**src/logic/eerc_map.svh**
```systemverilog
// Purpose: Constants for the exception entry and return sequencer
// Assumes: Included by bare name
// Notes:   Frame sizes are in 32-bit words
`ifndef EERC_MAP_SVH
`define EERC_MAP_SVH
`define EERC_BASIC_WORDS  8
`define EERC_FP_WORDS     18
`define EERC_PRIO_W       8
`define EERC_NUM_SRC      8
`define EERC_IDX_W        3
`define EERC_PRIO_NONE    8'hFF
`endif

```
**src/logic/eerc_pkg.sv**
```systemverilog
// Purpose: Types for the exception entry and return sequencer
// Assumes: Lower priority number means more urgent
// Notes:   None
package eerc_pkg;
   typedef enum logic [2:0] {
      ST_THREAD,
      ST_STACK,
      ST_VECTOR,
      ST_HANDLER,
      ST_UNSTACK
   } eerc_state_t;

   typedef struct packed {
      logic       valid;
      logic [4:0] word;
      logic       push;
   } eerc_stk_t;
endpackage
```
**src/logic/eerc_core.sv**
```systemverilog
// Purpose: Sequences exception entry, late arrival, chaining and return
// Assumes: All inputs come from logic on clk; lower priority value is more urgent
// Notes:   One stack word moves per cycle the memory accepts it
//
// Overview of operation
// - Return unstacks when nothing eligible is pending
// - Eligible pending at return chains without unstacking if it beats the parent
// - Higher priority during stacking switches vector fetch
// - Late arrival never restarts the stacking sequence
// - Late arrival accepted only before handler executes
// - Late arrival handler returns with normal chaining
// - Take exception in thread mode or when outranking
// - Preempted exceptions stay active as nested
// - Only priorities above mask limits are eligible
// - Ordinary entry pushes an eight word frame
// - Floating point state stacked when in use
// - Without reserved space, basic frame only
`timescale 1ns/100ps
`include "eerc_map.svh"

module eerc_core #(
   parameter int NUM_SRC = `EERC_NUM_SRC,
   parameter int PRIO_W  = `EERC_PRIO_W,
   parameter int IDX_W   = `EERC_IDX_W
) (
   input  wire logic                  clk,
   input  wire logic                  rst,
   input  wire logic [NUM_SRC-1:0]    pend,
   input  wire logic [NUM_SRC*PRIO_W-1:0] pend_prio,
   input  wire logic [PRIO_W-1:0]     mask_limit,
   input  wire logic                  fp_active,
   input  wire logic                  fp_space,
   input  wire logic                  handler_done,
   input  wire logic                  first_exec,
   input  wire logic                  stk_ready,
   input  wire logic                  vec_done,
   output eerc_pkg::eerc_stk_t        stk_req,
   output logic                       vec_fetch,
   output logic [IDX_W-1:0]           vec_idx,
   output logic                       take_ack,
   output logic [IDX_W-1:0]           act_idx,
   output logic                       handler_mode,
   output logic [3:0]                 nest_depth,
   output logic                       restore_done
);

   // ==========================================================
   // Selection of the most urgent eligible source
   logic [PRIO_W-1:0] best_prio;
   logic [IDX_W-1:0]  best_idx;
   logic              best_ok;

   always_comb begin
      best_prio = `EERC_PRIO_NONE;
      best_idx  = '0;
      best_ok   = 1'b0;
      for (int i = 0; i < NUM_SRC; i++) begin
         // Strictly below the mask limit value counts as above the limit
         if (pend[i] && pend_prio[i*PRIO_W +: PRIO_W] < mask_limit &&
             pend_prio[i*PRIO_W +: PRIO_W] < best_prio) begin
            best_prio = pend_prio[i*PRIO_W +: PRIO_W];
            best_idx  = IDX_W'(i);
            best_ok   = 1'b1;
         end
      end
   end

   // ==========================================================
   // Nesting stack of active priorities
   localparam int DEPTH = 8;
   eerc_pkg::eerc_state_t state_q;
   logic [PRIO_W-1:0] prio_stk_q [DEPTH];
   logic [IDX_W-1:0]  idx_stk_q  [DEPTH];
   logic [3:0]        depth_q;
   logic [PRIO_W-1:0] cur_prio;
   logic              outranks;

   assign cur_prio = (depth_q == 4'h0) ? `EERC_PRIO_NONE : prio_stk_q[3'(depth_q - 4'h1)];
   // Thread mode has no active priority, so any eligible source outranks it
   assign outranks = best_ok && (best_prio < cur_prio);

   // ==========================================================
   // Frame sequencing
   logic [4:0] word_q;
   logic [4:0] frame_len_q;
   logic       late_ok;
   logic       take_new;

   assign late_ok  = (state_q == eerc_pkg::ST_STACK) || (state_q == eerc_pkg::ST_VECTOR);
   assign take_new = outranks && (state_q == eerc_pkg::ST_THREAD ||
                     state_q == eerc_pkg::ST_HANDLER);

   // ==========================================================
   // Return decision: chain only when the waiting source beats the parent
   logic       parent_ok;
   logic       chain_now;

   assign parent_ok = (depth_q == 4'h1) ||
                      (depth_q > 4'h1 && best_prio < prio_stk_q[3'(depth_q - 4'h2)]);
   assign chain_now = (state_q == eerc_pkg::ST_HANDLER) && handler_done && !take_new &&
                      best_ok && parent_ok;

   always_ff @(posedge clk) begin
      if (rst) begin
         state_q     <= eerc_pkg::ST_THREAD;
         word_q      <= 5'h00;
         frame_len_q <= 5'h00;
         depth_q     <= 4'h0;
         for (int i = 0; i < DEPTH; i++) begin
            prio_stk_q[i] <= '0;
            idx_stk_q[i]  <= '0;
         end
      end else begin
         unique case (state_q)
            eerc_pkg::ST_THREAD, eerc_pkg::ST_HANDLER: begin
               if (take_new && depth_q < 4'(DEPTH)) begin
                  prio_stk_q[3'(depth_q)] <= best_prio;
                  idx_stk_q[3'(depth_q)]  <= best_idx;
                  depth_q     <= depth_q + 4'h1;
                  word_q      <= 5'h00;
                  // FP state only when in use and space is reserved
                  frame_len_q <= (fp_active && fp_space) ? 5'(`EERC_FP_WORDS)
                                                         : 5'(`EERC_BASIC_WORDS);
                  state_q     <= eerc_pkg::ST_STACK;
               end else if (state_q == eerc_pkg::ST_HANDLER && handler_done) begin
                  if (chain_now) begin
                     // Chained handler replaces the finished one, no pop
                     prio_stk_q[3'(depth_q - 4'h1)] <= best_prio;
                     idx_stk_q[3'(depth_q - 4'h1)]  <= best_idx;
                     state_q <= eerc_pkg::ST_VECTOR;
                  end else begin
                     word_q  <= 5'h00;
                     state_q <= eerc_pkg::ST_UNSTACK;
                  end
               end
            end
            eerc_pkg::ST_STACK: begin
               if (late_ok && outranks) begin
                  // Retarget only; frame counter keeps running
                  prio_stk_q[3'(depth_q - 4'h1)] <= best_prio;
                  idx_stk_q[3'(depth_q - 4'h1)]  <= best_idx;
               end
               if (stk_ready) begin
                  word_q <= word_q + 5'h01;
                  if (word_q == frame_len_q - 5'h01) begin
                     state_q <= eerc_pkg::ST_VECTOR;
                  end
               end
            end
            eerc_pkg::ST_VECTOR: begin
               if (late_ok && outranks) begin
                  prio_stk_q[3'(depth_q - 4'h1)] <= best_prio;
                  idx_stk_q[3'(depth_q - 4'h1)]  <= best_idx;
               end else if (vec_done && first_exec) begin
                  state_q <= eerc_pkg::ST_HANDLER;
               end
            end
            eerc_pkg::ST_UNSTACK: begin
               if (stk_ready) begin
                  word_q <= word_q + 5'h01;
                  if (word_q == frame_len_q - 5'h01) begin
                     depth_q <= depth_q - 4'h1;
                     state_q <= (depth_q == 4'h1) ? eerc_pkg::ST_THREAD : eerc_pkg::ST_HANDLER;
                  end
               end
            end
         endcase
      end
   end

   // ==========================================================
   // Outputs
   logic vec_fetch_q;
   logic take_q;
   logic restore_q;
   logic [IDX_W-1:0] vec_idx_q;

   always_ff @(posedge clk) begin
      if (rst) begin
         vec_fetch_q <= 1'b0;
         take_q      <= 1'b0;
         restore_q   <= 1'b0;
         vec_idx_q   <= '0;
      end else begin
         take_q      <= take_new && depth_q < 4'(DEPTH);
         restore_q   <= state_q == eerc_pkg::ST_UNSTACK && stk_ready && word_q == frame_len_q - 5'h01;
         vec_fetch_q <= (late_ok && outranks) || (take_new && depth_q < 4'(DEPTH)) || chain_now;
         vec_idx_q   <= best_idx;
      end
   end

   assign stk_req.valid = (state_q == eerc_pkg::ST_STACK) || (state_q == eerc_pkg::ST_UNSTACK);
   assign stk_req.word  = word_q;
   assign stk_req.push  = (state_q == eerc_pkg::ST_STACK);
   assign vec_fetch     = vec_fetch_q;
   assign vec_idx       = vec_idx_q;
   assign take_ack      = take_q;
   assign act_idx       = (depth_q == 4'h0) ? '0 : idx_stk_q[3'(depth_q - 4'h1)];
   assign handler_mode  = (state_q != eerc_pkg::ST_THREAD);
   assign nest_depth    = depth_q;
   assign restore_done  = restore_q;
endmodule // eerc_core

```
**config.mk**
```make
export PLATFORM = sky130hd
export DESIGN_NAME = eerc_core
export DESIGN_NICKNAME = d
export VERILOG_FILES = /design/src/logic/eerc_pkg.sv /design/src/logic/eerc_core.sv
export VERILOG_INCLUDE_DIRS = /design/src /design/src/logic
export SDC_FILE = /design/constraint.sdc
export NUM_CORES = 1
export LEC_CHECK = 0
export BUFFER_PORTS_ARGS = -buffer_cell sky130_fd_sc_hd__buf_2
export CAP_MARGIN = 40
export CORE_ASPECT_RATIO = 2
export CORE_MARGIN = 2
export CORE_UTILIZATION = 35
export DETAILED_ROUTE_END_ITERATION = 16
export PLACE_DENSITY = 0.63
export SKIP_CTS_REPAIR_TIMING = 1
export SLEW_MARGIN = 20
export SYNTH_ARGS = -nofsm -noshare
export SYNTH_HDL_FRONTEND = slang
export SYNTH_SLANG_ARGS = --single-unit
```
**constraint.sdc**
```tcl
create_clock -name clk -period 64.4 [get_ports clk]
set_input_delay 12.88 -clock clk [delete_from_list [all_inputs] [get_ports clk]]
set_output_delay 12.88 -clock clk [all_outputs]
set_load 0.005 [all_outputs]
```
==> results of run 1 <==
[stage by stage]
stage	area [um^2]	power (mW)	hold WS, ns
finish	11450	0.4293	0.4756
global placement	11030	0.3597	0.4592
CTS	11390	0.4270	0.4739
floorplan	10150	0.2877	0.4453
detailed placement	11050	0.3643	0.4635
global route	11450	0.4591	0.5215
[critical path, delay by kind of cell]
kind | cells | cell delay (ns)
AOI/OAI and AO/OA | 35 | 8.92
and+or+nand+nor | 24 | 4.83
adders and majority gates | 9 | 2.55
muxes | 5 | 1.92
buffers and inverters | 10 | 1.30
[Yosys cell counts, types with 6 or more instances]
cell,instances,share of area (%)
a211oi_1,11,0.81
o21ai_0,52,2.6
a21o_1,33,2.4
ha_1,115,14
or2_2,6,0.37
nor2b_1,18,1.1
o211ai_1,14,1.0
buf_2,12,0.59
mux2i_1,32,3.2
o21a_1,7,0.52
clkbuf_1,31,1.1
inv_1,67,2.5
a31oi_1,8,0.49
and3_1,12,0.74
nand2b_1,19,1.2
nor3_1,13,0.64
o21bai_1,7,0.52
and2_1,6,0.37
mux4_2,38,8.4
dfxtp_1,20,3.9
nand3_1,23,1.1
nor2_1,83,3.1
edfxtp_1,88,26
mux2_2,16,1.8
a21oi_1,155,7.6
nand4_1,10,0.62
nand2_1,104,3.8
o22ai_1,12,0.74
[registers in the layout, summed over array words and instances, names as in the netlist]
signal        flops
prio_stk_q       64
idx_stk_q        24
state_q           3
restore_done      1
nest_depth        4
word_q            5
vec_idx           3
frame_len_q       2
vec_fetch         1
take_ack          1
[power by group through the flow]
stage                     Combinational (mW)  Clock (mW)  Sequential (mW)
after floorplan                        0.188           0           0.0996
after global placement                 0.257           0            0.102
after detailed placement               0.261           0            0.103
after CTS                              0.262      0.0633            0.101
after global routing                   0.291      0.0655            0.103
final                                  0.265      0.0626            0.101
[logic make-up (layout without fill, tap and decap cells)]
group	after synthesis	in the layout	synth area share (%)
multiplexers	88	88	13.58
flip-flops	108	108	29.98
XOR/XNOR	5	5	0.4315
AND/OR/NAND/NOR	319	319	15.04
buffers and inverters	116	210	4.511
AO/OA/AOI/OAI	351	351	21.98
adder cells (fa/ha/maj)	118	118	14.48
other	0	6	0
[cell type report]
class	count	area [um^2]	area share, %
Clock buffer	9	225.2	1.967
Tap cell	360	450.4	3.934
Timing Repair Buffer	127	704.4	6.153
Multi-Input combinational cell	881	6650	58.09
Sequential cell	108	3044	26.59
Antenna cell	6	15.01	0.1311
Clock inverter	7	107.6	0.9399
Inverter	67	251.5	2.197
[worst max-delay path by stage]
stage	startpoint	end	slack (ns)	cells past startpoint
finish	mask_limit[5]	prio_stk_q[1][7]$_SDFFCE_PN0P_	31.98	83
floorplan	mask_limit[5]	idx_stk_q[0][0]$_SDFFCE_PN0P_	34.36	91
global placement	mask_limit[5]	prio_stk_q[6][3]$_SDFFCE_PN0P_	31.10	82
global route	mask_limit[5]	prio_stk_q[1][3]$_SDFFCE_PN0P_	30.23	86
detailed placement	mask_limit[5]	prio_stk_q[3][4]$_SDFFCE_PN0P_	31.29	83
CTS	mask_limit[5]	prio_stk_q[3][7]$_SDFFCE_PN0P_	31.69	83
[routing by layer]
layer,up-vias,global-route usage [%],part of all wire [%]
li1,4346,-,-
met1,4379,17.98,31
met2,321,42.74,56
met3,122,3.466,4.7
met4,2,17.71,8.6
met5,-,0,0.024
==> impl_metrics.ini, run 1 <==
[drt]
first_pass_iters = 5
drtIter0Drc = 427
drc = 0
viasPerCell = 5.859
routed_wl_mm = 33.43
ant_nets = 0
wl_per_cell_um = 21.36
vias = 9170

[global_route]
grt_first_pass_wirelength_mm = 50.27
antenna_found_initial = 9
grt_pass1_vias = 9236
grt_usage_pct = 21.46
gr-total-overflow = 0
grt_max_degree = 46

[min_path]
holdCritStartpoint = frame_len_q[1]$_SDFFE_PP0P_
hold_class = reg -> reg
min_to = frame_len_q[1]$_SDFFE_PP0P_
hold_depth = 2

[logic_synthesis]
async_reset_ff_share_pct = 0
synth_edf_count = 88
synth-seq-cells = 108
ys_warn_count = 0
ys_types = 82
avgSynthCellArea_um2 = 9.186
synth-main-ff-cell = edfxtp_1
synth_fp_nets = 1308
synth-seq-area-share_pct = 29.98
syn_inst = 1105
syn_area_um2 = 10150

[clock_tree]
ctsHtreeMaxLevel = 3
cts.sinks = 108
numCtsBuffers = 9
cts_tree = done
clkTransAtPathRegs_ns = 0.07
cts-root-buf = clkbuf_16
clk-insertion-delay-late_ns = 0.37
cts_max_path_buffers = 2

[sta]
setup_viol = 0
worstMarginPinSlew_ns = 0.8618
final.min_clock_period_ns = 32.42
finClkSkew_ns = 0.006681
setup_tns_ns = 0
drv_slew = 0
timing.final.crit_share_pct = 50.34
finalHoldViolations = 0
clock.fmax_mhz = 30.84
rsz0062_at_grt = no
maxSlewHeadroom_pct = 42.38
layout_setup_ws_ns = 31.98

[critical_path]
max_stage_delay_ns = 0.64
crit_path_start_kind = primary input
critPathKind = in -> reg
crit_path_frequent_cell = ha_1
reg2reg_from = nest_depth[1]$_SDFFE_PP0P_
reg2reg_depth = 20
rrSetupSlack_ns = 58.65
worstPathArrival_ns = 32.43
slowest_stage = o21ai_2
crit_fanout = 19
critPathCaptureType = flop
required_ns = 64.41
r2r-end = prio_stk_q[1][7]$_SDFFCE_PN0P_

[floorplanning]
rows = 88
initial_core_util_pct = 35.32
dieHeight_um = 244.8
core_area_um2 = 28740
die_x_um = 124.4
die-area_um2 = 30460
ios = 109

[placement]
post-place-ws_ns = 31.29
place_inst = 1540
hpwl_mm = 27.88
portBuffers = 108
gp_congestion = 0.9687

[cells_and_area]
final_cell_mix = a21oi_1, ha_1, buf_2
syn_to_final_growth_pct = 12.78
layout_commonest_cell = a21oi_1
layout-drive-gt1-share_pct = 19.02
layout.nets = 1397
n_fill_cell = 2901
fin_util_pct = 39.84
stdcell_count = 1565

[power_and_ir_drop]
p_sw_share_pct = 46.62
p_leak_nw = 4.840
switching_power_mw = 0.2001
power.density_nw_per_um2 = 37.49
clock_power_share_pct = 14.6
intPower_mw = 0.2291
seq_power_share_pct = 23.6
irDropWorstVdd_mv = 0.01541
power_frac_comb_pct = 61.8

[run]
drv_cap = 0

[outcome]
outcome = complete, no violations
Power figures use the tool's default switching activity.
==> run 2: changes to the inputs <==
clock period = 31.2 ns   (was 64.4 ns; I/O delays follow)
==> run 2 against run 1 <==
Net effect: setup slack worse by 27 ns; global-route usage down 0.25 points; critical path type unchanged; highest routed layer unchanged; hold slack better by 0.0076 ns; wire length down 1.1%.
==> impl_metrics.ini, run 2 (same netlist as run 1, synthesis figures left out) <==
[global_route]
gr-total-overflow = 0
grt_first_pass_wirelength_mm = 49.71
antenna_found_initial = 8
grt_usage_pct = 21.21
grt_max_degree = 46
grt_pass1_vias = 9086

[critical_path]
max_stage_delay_ns = 0.64
slowest_stage = o21ai_2
crit_family = compound AO/OA/AOI/OAI gates
required_ns = 31.19
critPathCaptureType = flop
path_buf_inv = 10
critPathKind = in -> reg
worstPathArrival_ns = 25.90
crit_path_frequent_cell = ha_1
crit_fanout = 19
crit_path_start_kind = primary input

[sta]
maxSlewHeadroom_pct = 42.21
setup_tns_ns = 0
timing.final.crit_share_pct = 83.04
clock.fmax_mhz = 38.60
finalHoldViolations = 0
rsz0062_at_grt = no
finClkSkew_ns = 0.005831
drv_slew = 0
worstMarginPinSlew_ns = 0.8644
hold_slack_ns = 0.4832
final.min_clock_period_ns = 25.91
setup_viol = 0

[floorplanning]
rows = 88
initial_core_util_pct = 35.32
die_x_um = 124.4
dieHeight_um = 244.8
core_area_um2 = 28740
ios = 109
die-area_um2 = 30460

[clock_tree]
ctsHtreeMaxLevel = 3
cts-root-buf = clkbuf_16
cts_max_path_buffers = 2
clk-insertion-delay-late_ns = 0.36
cts.sinks = 108
numCtsBuffers = 9
clkTransAtPathRegs_ns = 0.07
cts_tree = done

[drt]
viasPerCell = 5.801
routed_wl_mm = 33.06
vias = 9067
wl_per_cell_um = 21.15
drc = 0
drtIter0Drc = 445
first_pass_iters = 5
ant_nets = 0

[cells_and_area]
top_register = prio_stk_q
layout.nets = 1397
layout-drive-gt1-share_pct = 18.70
syn_to_final_growth_pct = 12.26
layout_commonest_cell = a21oi_1
largest_register_ffs = 64
reg.largest.list = prio_stk_q: 64 flops, idx_stk_q: 24 flops, word_q: 5 flops
final_cell_mix = a21oi_1, ha_1, buf_2
fin_util_pct = 39.66
n_fill_cell = 2906

[power_and_ir_drop]
total_power_mw = 0.8661
irDropWorstVdd_mv = 0.03635
power.density_nw_per_um2 = 76.00
p_leak_nw = 4.813

[placement]
hpwl_mm = 27.84
portBuffers = 108
gp_congestion = 0.9694

[outcome]
outcome = complete, no violations

[min_path]
hold_class = reg -> reg

[run]
drv_cap = 0
-- run 2: cell types whose count changed in the layout (fill, tap and decap cells not counted), sizes merged --
| cell | delta |
|---|---|
| bufinv | -1 |
| inv | -2 |
| clkbuf | +2 |
| diode | -1 |
-- run 2: layout make-up --
type | count | area, um^2 | area share [%]
sequential | 108 | 3044 | 26.71
clock buffer | 11 | 232.7 | 2.042
multi-input combinational | 881 | 6650 | 58.36
timing repair buffer | 127 | 704.4 | 6.181
tap | 360 | 450.4 | 3.953
inverter | 67 | 251.5 | 2.207
clock inverter | 4 | 50.05 | 0.4392
antenna | 5 | 12.51 | 0.1098
-- run 2: worst reg2reg max path: stages, from the launching register on --
cell and delay (ns):
dfxtp_1 0.31, buf_4 0.33, inv_1 0.23, ha_1 0.32, buf_4 0.35, mux4_2 0.43, o22ai_1 0.16, nor2_1 0.06
a21oi_1 0.34, ha_1 0.32, a21oi_1 0.14, nor2b_1 0.05, o21ai_0 0.16, o211ai_1 0.16, a21oi_1 0.19, nand2b_1 0.10
o31a_1 0.36, nor2_2 0.28, o21a_1 0.32, mux2i_1 0.28, a21o_1 0.51
-- run 2: per-stage QoR --
step	setup slack, ns	instances	instance area, um^2
after global placement	4.663	1537	11030
final	5.290	1563	11400
after floorplan	7.798	1105	10150
after CTS	5.052	1555	11340
after global routing	3.791	1563	11400
after detailed placement	4.749	1540	11050
-- run 2: routing by layer --
layer / track usage [%] / vias to the layer above / wire, um
met4: 15.80 / 4 / 2554
met5: 0 / - / 16
met3: 2.833 / 109 / 1315
met2: 43.39 / 267 / 18900
li1: - / 4342 / -
met1: 17.85 / 4345 / 10280
-- run 2: power by group --
group          leakage, nW  internal (mW)  switching, mW
Combinational         3.60          0.207          0.337
Sequential            1.08          0.194         0.0156
Clock                0.134         0.0619         0.0503
-- run 2: path summary, 6_finish.rpt --
| kind | from | end | slack (ns) | cells past startpoint |
|---|---|---|---|---|
| max | mask_limit[5] | prio_stk_q[1][3]$_SDFFCE_PN0P_ | 5.29 | 85 |
| max reg2reg | nest_depth[1]$_SDFFE_PP0P_ | prio_stk_q[1][3]$_SDFFCE_PN0P_ | 25.41 | 20 |
| min | frame_len_q[1]$_SDFFE_PP0P_ | frame_len_q[1]$_SDFFE_PP0P_ | 0.48 | 2 |
| min reg2reg | frame_len_q[1]$_SDFFE_PP0P_ | frame_len_q[1]$_SDFFE_PP0P_ | 0.48 | 2 |
==> run 3: changes to the inputs <==
ABC_AREA = 1   (was not set)
clock period = 26.1 ns   (was 31.2 ns; I/O delays follow)
==> run 3 against run 2 <==
Net effect: first-iteration DRC count grew 64%; critical path depth shrank 18; core utilization is essentially flat; non-clock buffer count grew 2; clock-buffer cell count is the same; wire length shrank 7.8%; power grew 9.7%; critical path type unchanged.
==> impl_metrics.ini, run 3 <==
[clock_tree]
cts.sinks = 108
clkTransAtPathRegs_ns = 0.07
numCtsBuffers = 9
cts_max_path_buffers = 2
clk-insertion-delay-late_ns = 0.36
cts_tree = done
cts-root-buf = clkbuf_16
ctsHtreeMaxLevel = 3

[logic_synthesis]
synth-seq-cells = 108
synth.area.top_cells = edfxtp_1, ha_1, nand2_1, o21ai_0, nor2_1
synth_fp_nets = 1449
yosysMostFrequentCell = nand2_1
yosys.area.top_type = edfxtp_1
synthTopCellsByCount = nand2_1, o21ai_0, nor2_1
synth-seq-area-share_pct = 31.47
async_reset_ff_share_pct = 0
synth-main-ff-cell = edfxtp_1
synth_top_area_share_pct = 27.33
syn_inst = 1246
ys_warn_count = 0
ys_types = 52
avgSynthCellArea_um2 = 7.760
synth_edf_count = 88
syn_area_um2 = 9669

[placement]
post-place-ws_ns = 5.055
hpwl_mm = 23.07
place_inst = 1668
gp_congestion = 0.9936
portBuffers = 108

[global_route]
grt_first_pass_wirelength_mm = 47.91
grt_usage_pct = 21.19
gr-total-overflow = 0
grt_pass1_vias = 8984
grt_max_degree = 85
antenna_found_initial = 3

[cells_and_area]
top_register = prio_stk_q
reg.largest.list = prio_stk_q: 64 flops, idx_stk_q: 24 flops, word_q: 5 flops
syn_to_final_growth_pct = 12.10
stdcell_count = 1692
final_cell_mix = nand2_1, o21ai_0, nor2_1
largest_register_ffs = 64
layout.nets = 1535
layout_commonest_cell = nand2_1
layout-drive-gt1-share_pct = 17.65

[power_and_ir_drop]
switching_power_mw = 0.4815
clock_power_share_pct = 14.7
total_power_mw = 0.9504
p_leak_nw = 4.756
irDropWorstVdd_mv = 0.05794
seq_power_share_pct = 25.7
p_sw_share_pct = 50.66
power.density_nw_per_um2 = 87.68
intPower_mw = 0.4689
power_frac_comb_pct = 59.6

[sta]
rsz0062_at_grt = no
setup_viol = 0
maxSlewHeadroom_pct = 43.13
timing.final.crit_share_pct = 77.55
drv_slew = 0
setup_tns_ns = 0
finClkSkew_ns = 0.008670
worstMarginPinSlew_ns = 0.8499
clock.fmax_mhz = 49.40
hold_slack_ns = 0.5150
layout_setup_ws_ns = 5.859
final.min_clock_period_ns = 20.24
finalHoldViolations = 0

[drt]
ant_nets = 0
routed_wl_mm = 30.48
first_pass_iters = 6
viasPerCell = 5.459
vias = 9237
drtIter0Drc = 731
wl_per_cell_um = 18.01
drc = 0

[critical_path]
critPathCaptureType = flop
reg2reg_depth = 22
required_ns = 26.18
critPathKind = in -> reg
crit_fanout = 24
slowest_stage = a311oi_1
worstPathArrival_ns = 20.32
r2r-end = prio_stk_q[0][4]$_SDFFCE_PN0P_
crit_path_start_kind = primary input
rrSetupSlack_ns = 20.18
max_stage_delay_ns = 0.69
crit_path_frequent_cell = ha_1
reg2reg_from = nest_depth[1]$_SDFFE_PP0P_

[floorplanning]
rows = 86
ios = 109
dieHeight_um = 239.1
die_x_um = 121.5
die-area_um2 = 29050
core_area_um2 = 27330
initial_core_util_pct = 35.38

[outcome]
outcome = complete, no violations

[min_path]
min_to = frame_len_q[3]$_SDFFE_PP0P_
holdCritStartpoint = frame_len_q[3]$_SDFFE_PP0P_
hold_class = reg -> reg
hold_depth = 2

[run]
drv_cap = 0
[run 3: cell count changes after synthesis, moves of 18 or more]
cell | previous run | this run
nand2_1 | 104 | 222
a21oi_1 | 155 | 48
o21ai_0 | 52 | 147
nor2_1 | 83 | 142
nor3_2 | 0 | 49
mux4_2 | 38 | 0
nand3_1 | 23 | 59
mux2i_1 | 32 | 0
nor3_1 | 13 | 43
inv_1 | 67 | 93
a21o_1 | 33 | 8
nand2b_1 | 19 | 0
nor2b_1 | 18 | 0
[run 3: power by group through the flow]
| stage | sequential (mW) | clock, mW | combinational [mW] |
|---|---|---|---|
| 6_report | 0.244 | 0.140 | 0.567 |
| 3_3_place_gp | 0.247 | 0 | 0.541 |
| 2_1_floorplan | 0.240 | 0 | 0.416 |
| 5_1_grt | 0.247 | 0.149 | 0.634 |
| 4_1_cts | 0.244 | 0.142 | 0.561 |
| 3_5_place_dp | 0.248 | 0 | 0.558 |
[run 3: layout make-up]
class                      instances  area (um^2)
fill                            2832        16490
multi-input combinational        978         5954
sequential                       108         3044
timing repair buffer             129        699.4
tap                              352        440.4
inverter                         106        397.9
clock buffer                      11        232.7
clock inverter                     5        62.56
antenna                            3        7.507
[run 3: kinds of logic (layout without fill, tap and decap cells)]
kind of cell    Yosys count  after routing  share of synthesized area, %
compound gates          285            285                         16.86
xor+xnor                  6              6                        0.5435
fa+ha+maj               115            115                         14.88
buf+inv                 160            251                         6.987
flops                   108            108                         31.47
other cells               0              3                             0
simple gates            572            572                         29.26
[run 3: per-stage QoR]
| step | instance area [um^2] | util [%] |
|---|---|---|
| floorplan | 9669 | - |
| global placement | 10460 | 38.29 |
| detailed placement | 10500 | 38.41 |
| CTS | 10790 | 39.49 |
| global route | 10840 | 39.66 |
| finish | 10840 | 39.66 |
[run 3: how the worst max path moves through the flow]
| stage | start | to | slack, ns | cells past startpoint |
|---|---|---|---|---|
| detailed placement | mask_limit[3] | prio_stk_q[7][4]$_SDFFCE_PN0P_ | 5.05 | 64 |
| global placement | mask_limit[3] | prio_stk_q[4][5]$_SDFFCE_PN0P_ | 5.69 | 63 |
| floorplan | mask_limit[5] | idx_stk_q[0][0]$_SDFFCE_PN0P_ | 7.18 | 68 |
| CTS | mask_limit[3] | prio_stk_q[7][4]$_SDFFCE_PN0P_ | 5.44 | 64 |
| global route | mask_limit[3] | prio_stk_q[0][4]$_SDFFCE_PN0P_ | 4.41 | 69 |
| finish | mask_limit[3] | prio_stk_q[0][5]$_SDFFCE_PN0P_ | 5.86 | 67 |
[run 3: per-layer routing]
| metal | vias to the layer above | GRT usage [%] | wire, um |
|---|---|---|---|
| met4 | 0 | 8.220 | 1042 |
| met5 | - | 0 | 0 |
| met1 | 4307 | 26.68 | 12560 |
| met3 | 65 | 2.552 | 1669 |
| met2 | 317 | 36.57 | 15210 |
| li1 | 4548 | - | - |
[run 3: worst max-delay path: cells and delay by family]
kind	cells	cell delay, ns
AO/OA/AOI/OAI	25	7.14
buffers and inverters	5	1.17
AND/OR/NAND/NOR	28	3.97
adder cells (fa/ha/maj)	9	2.78
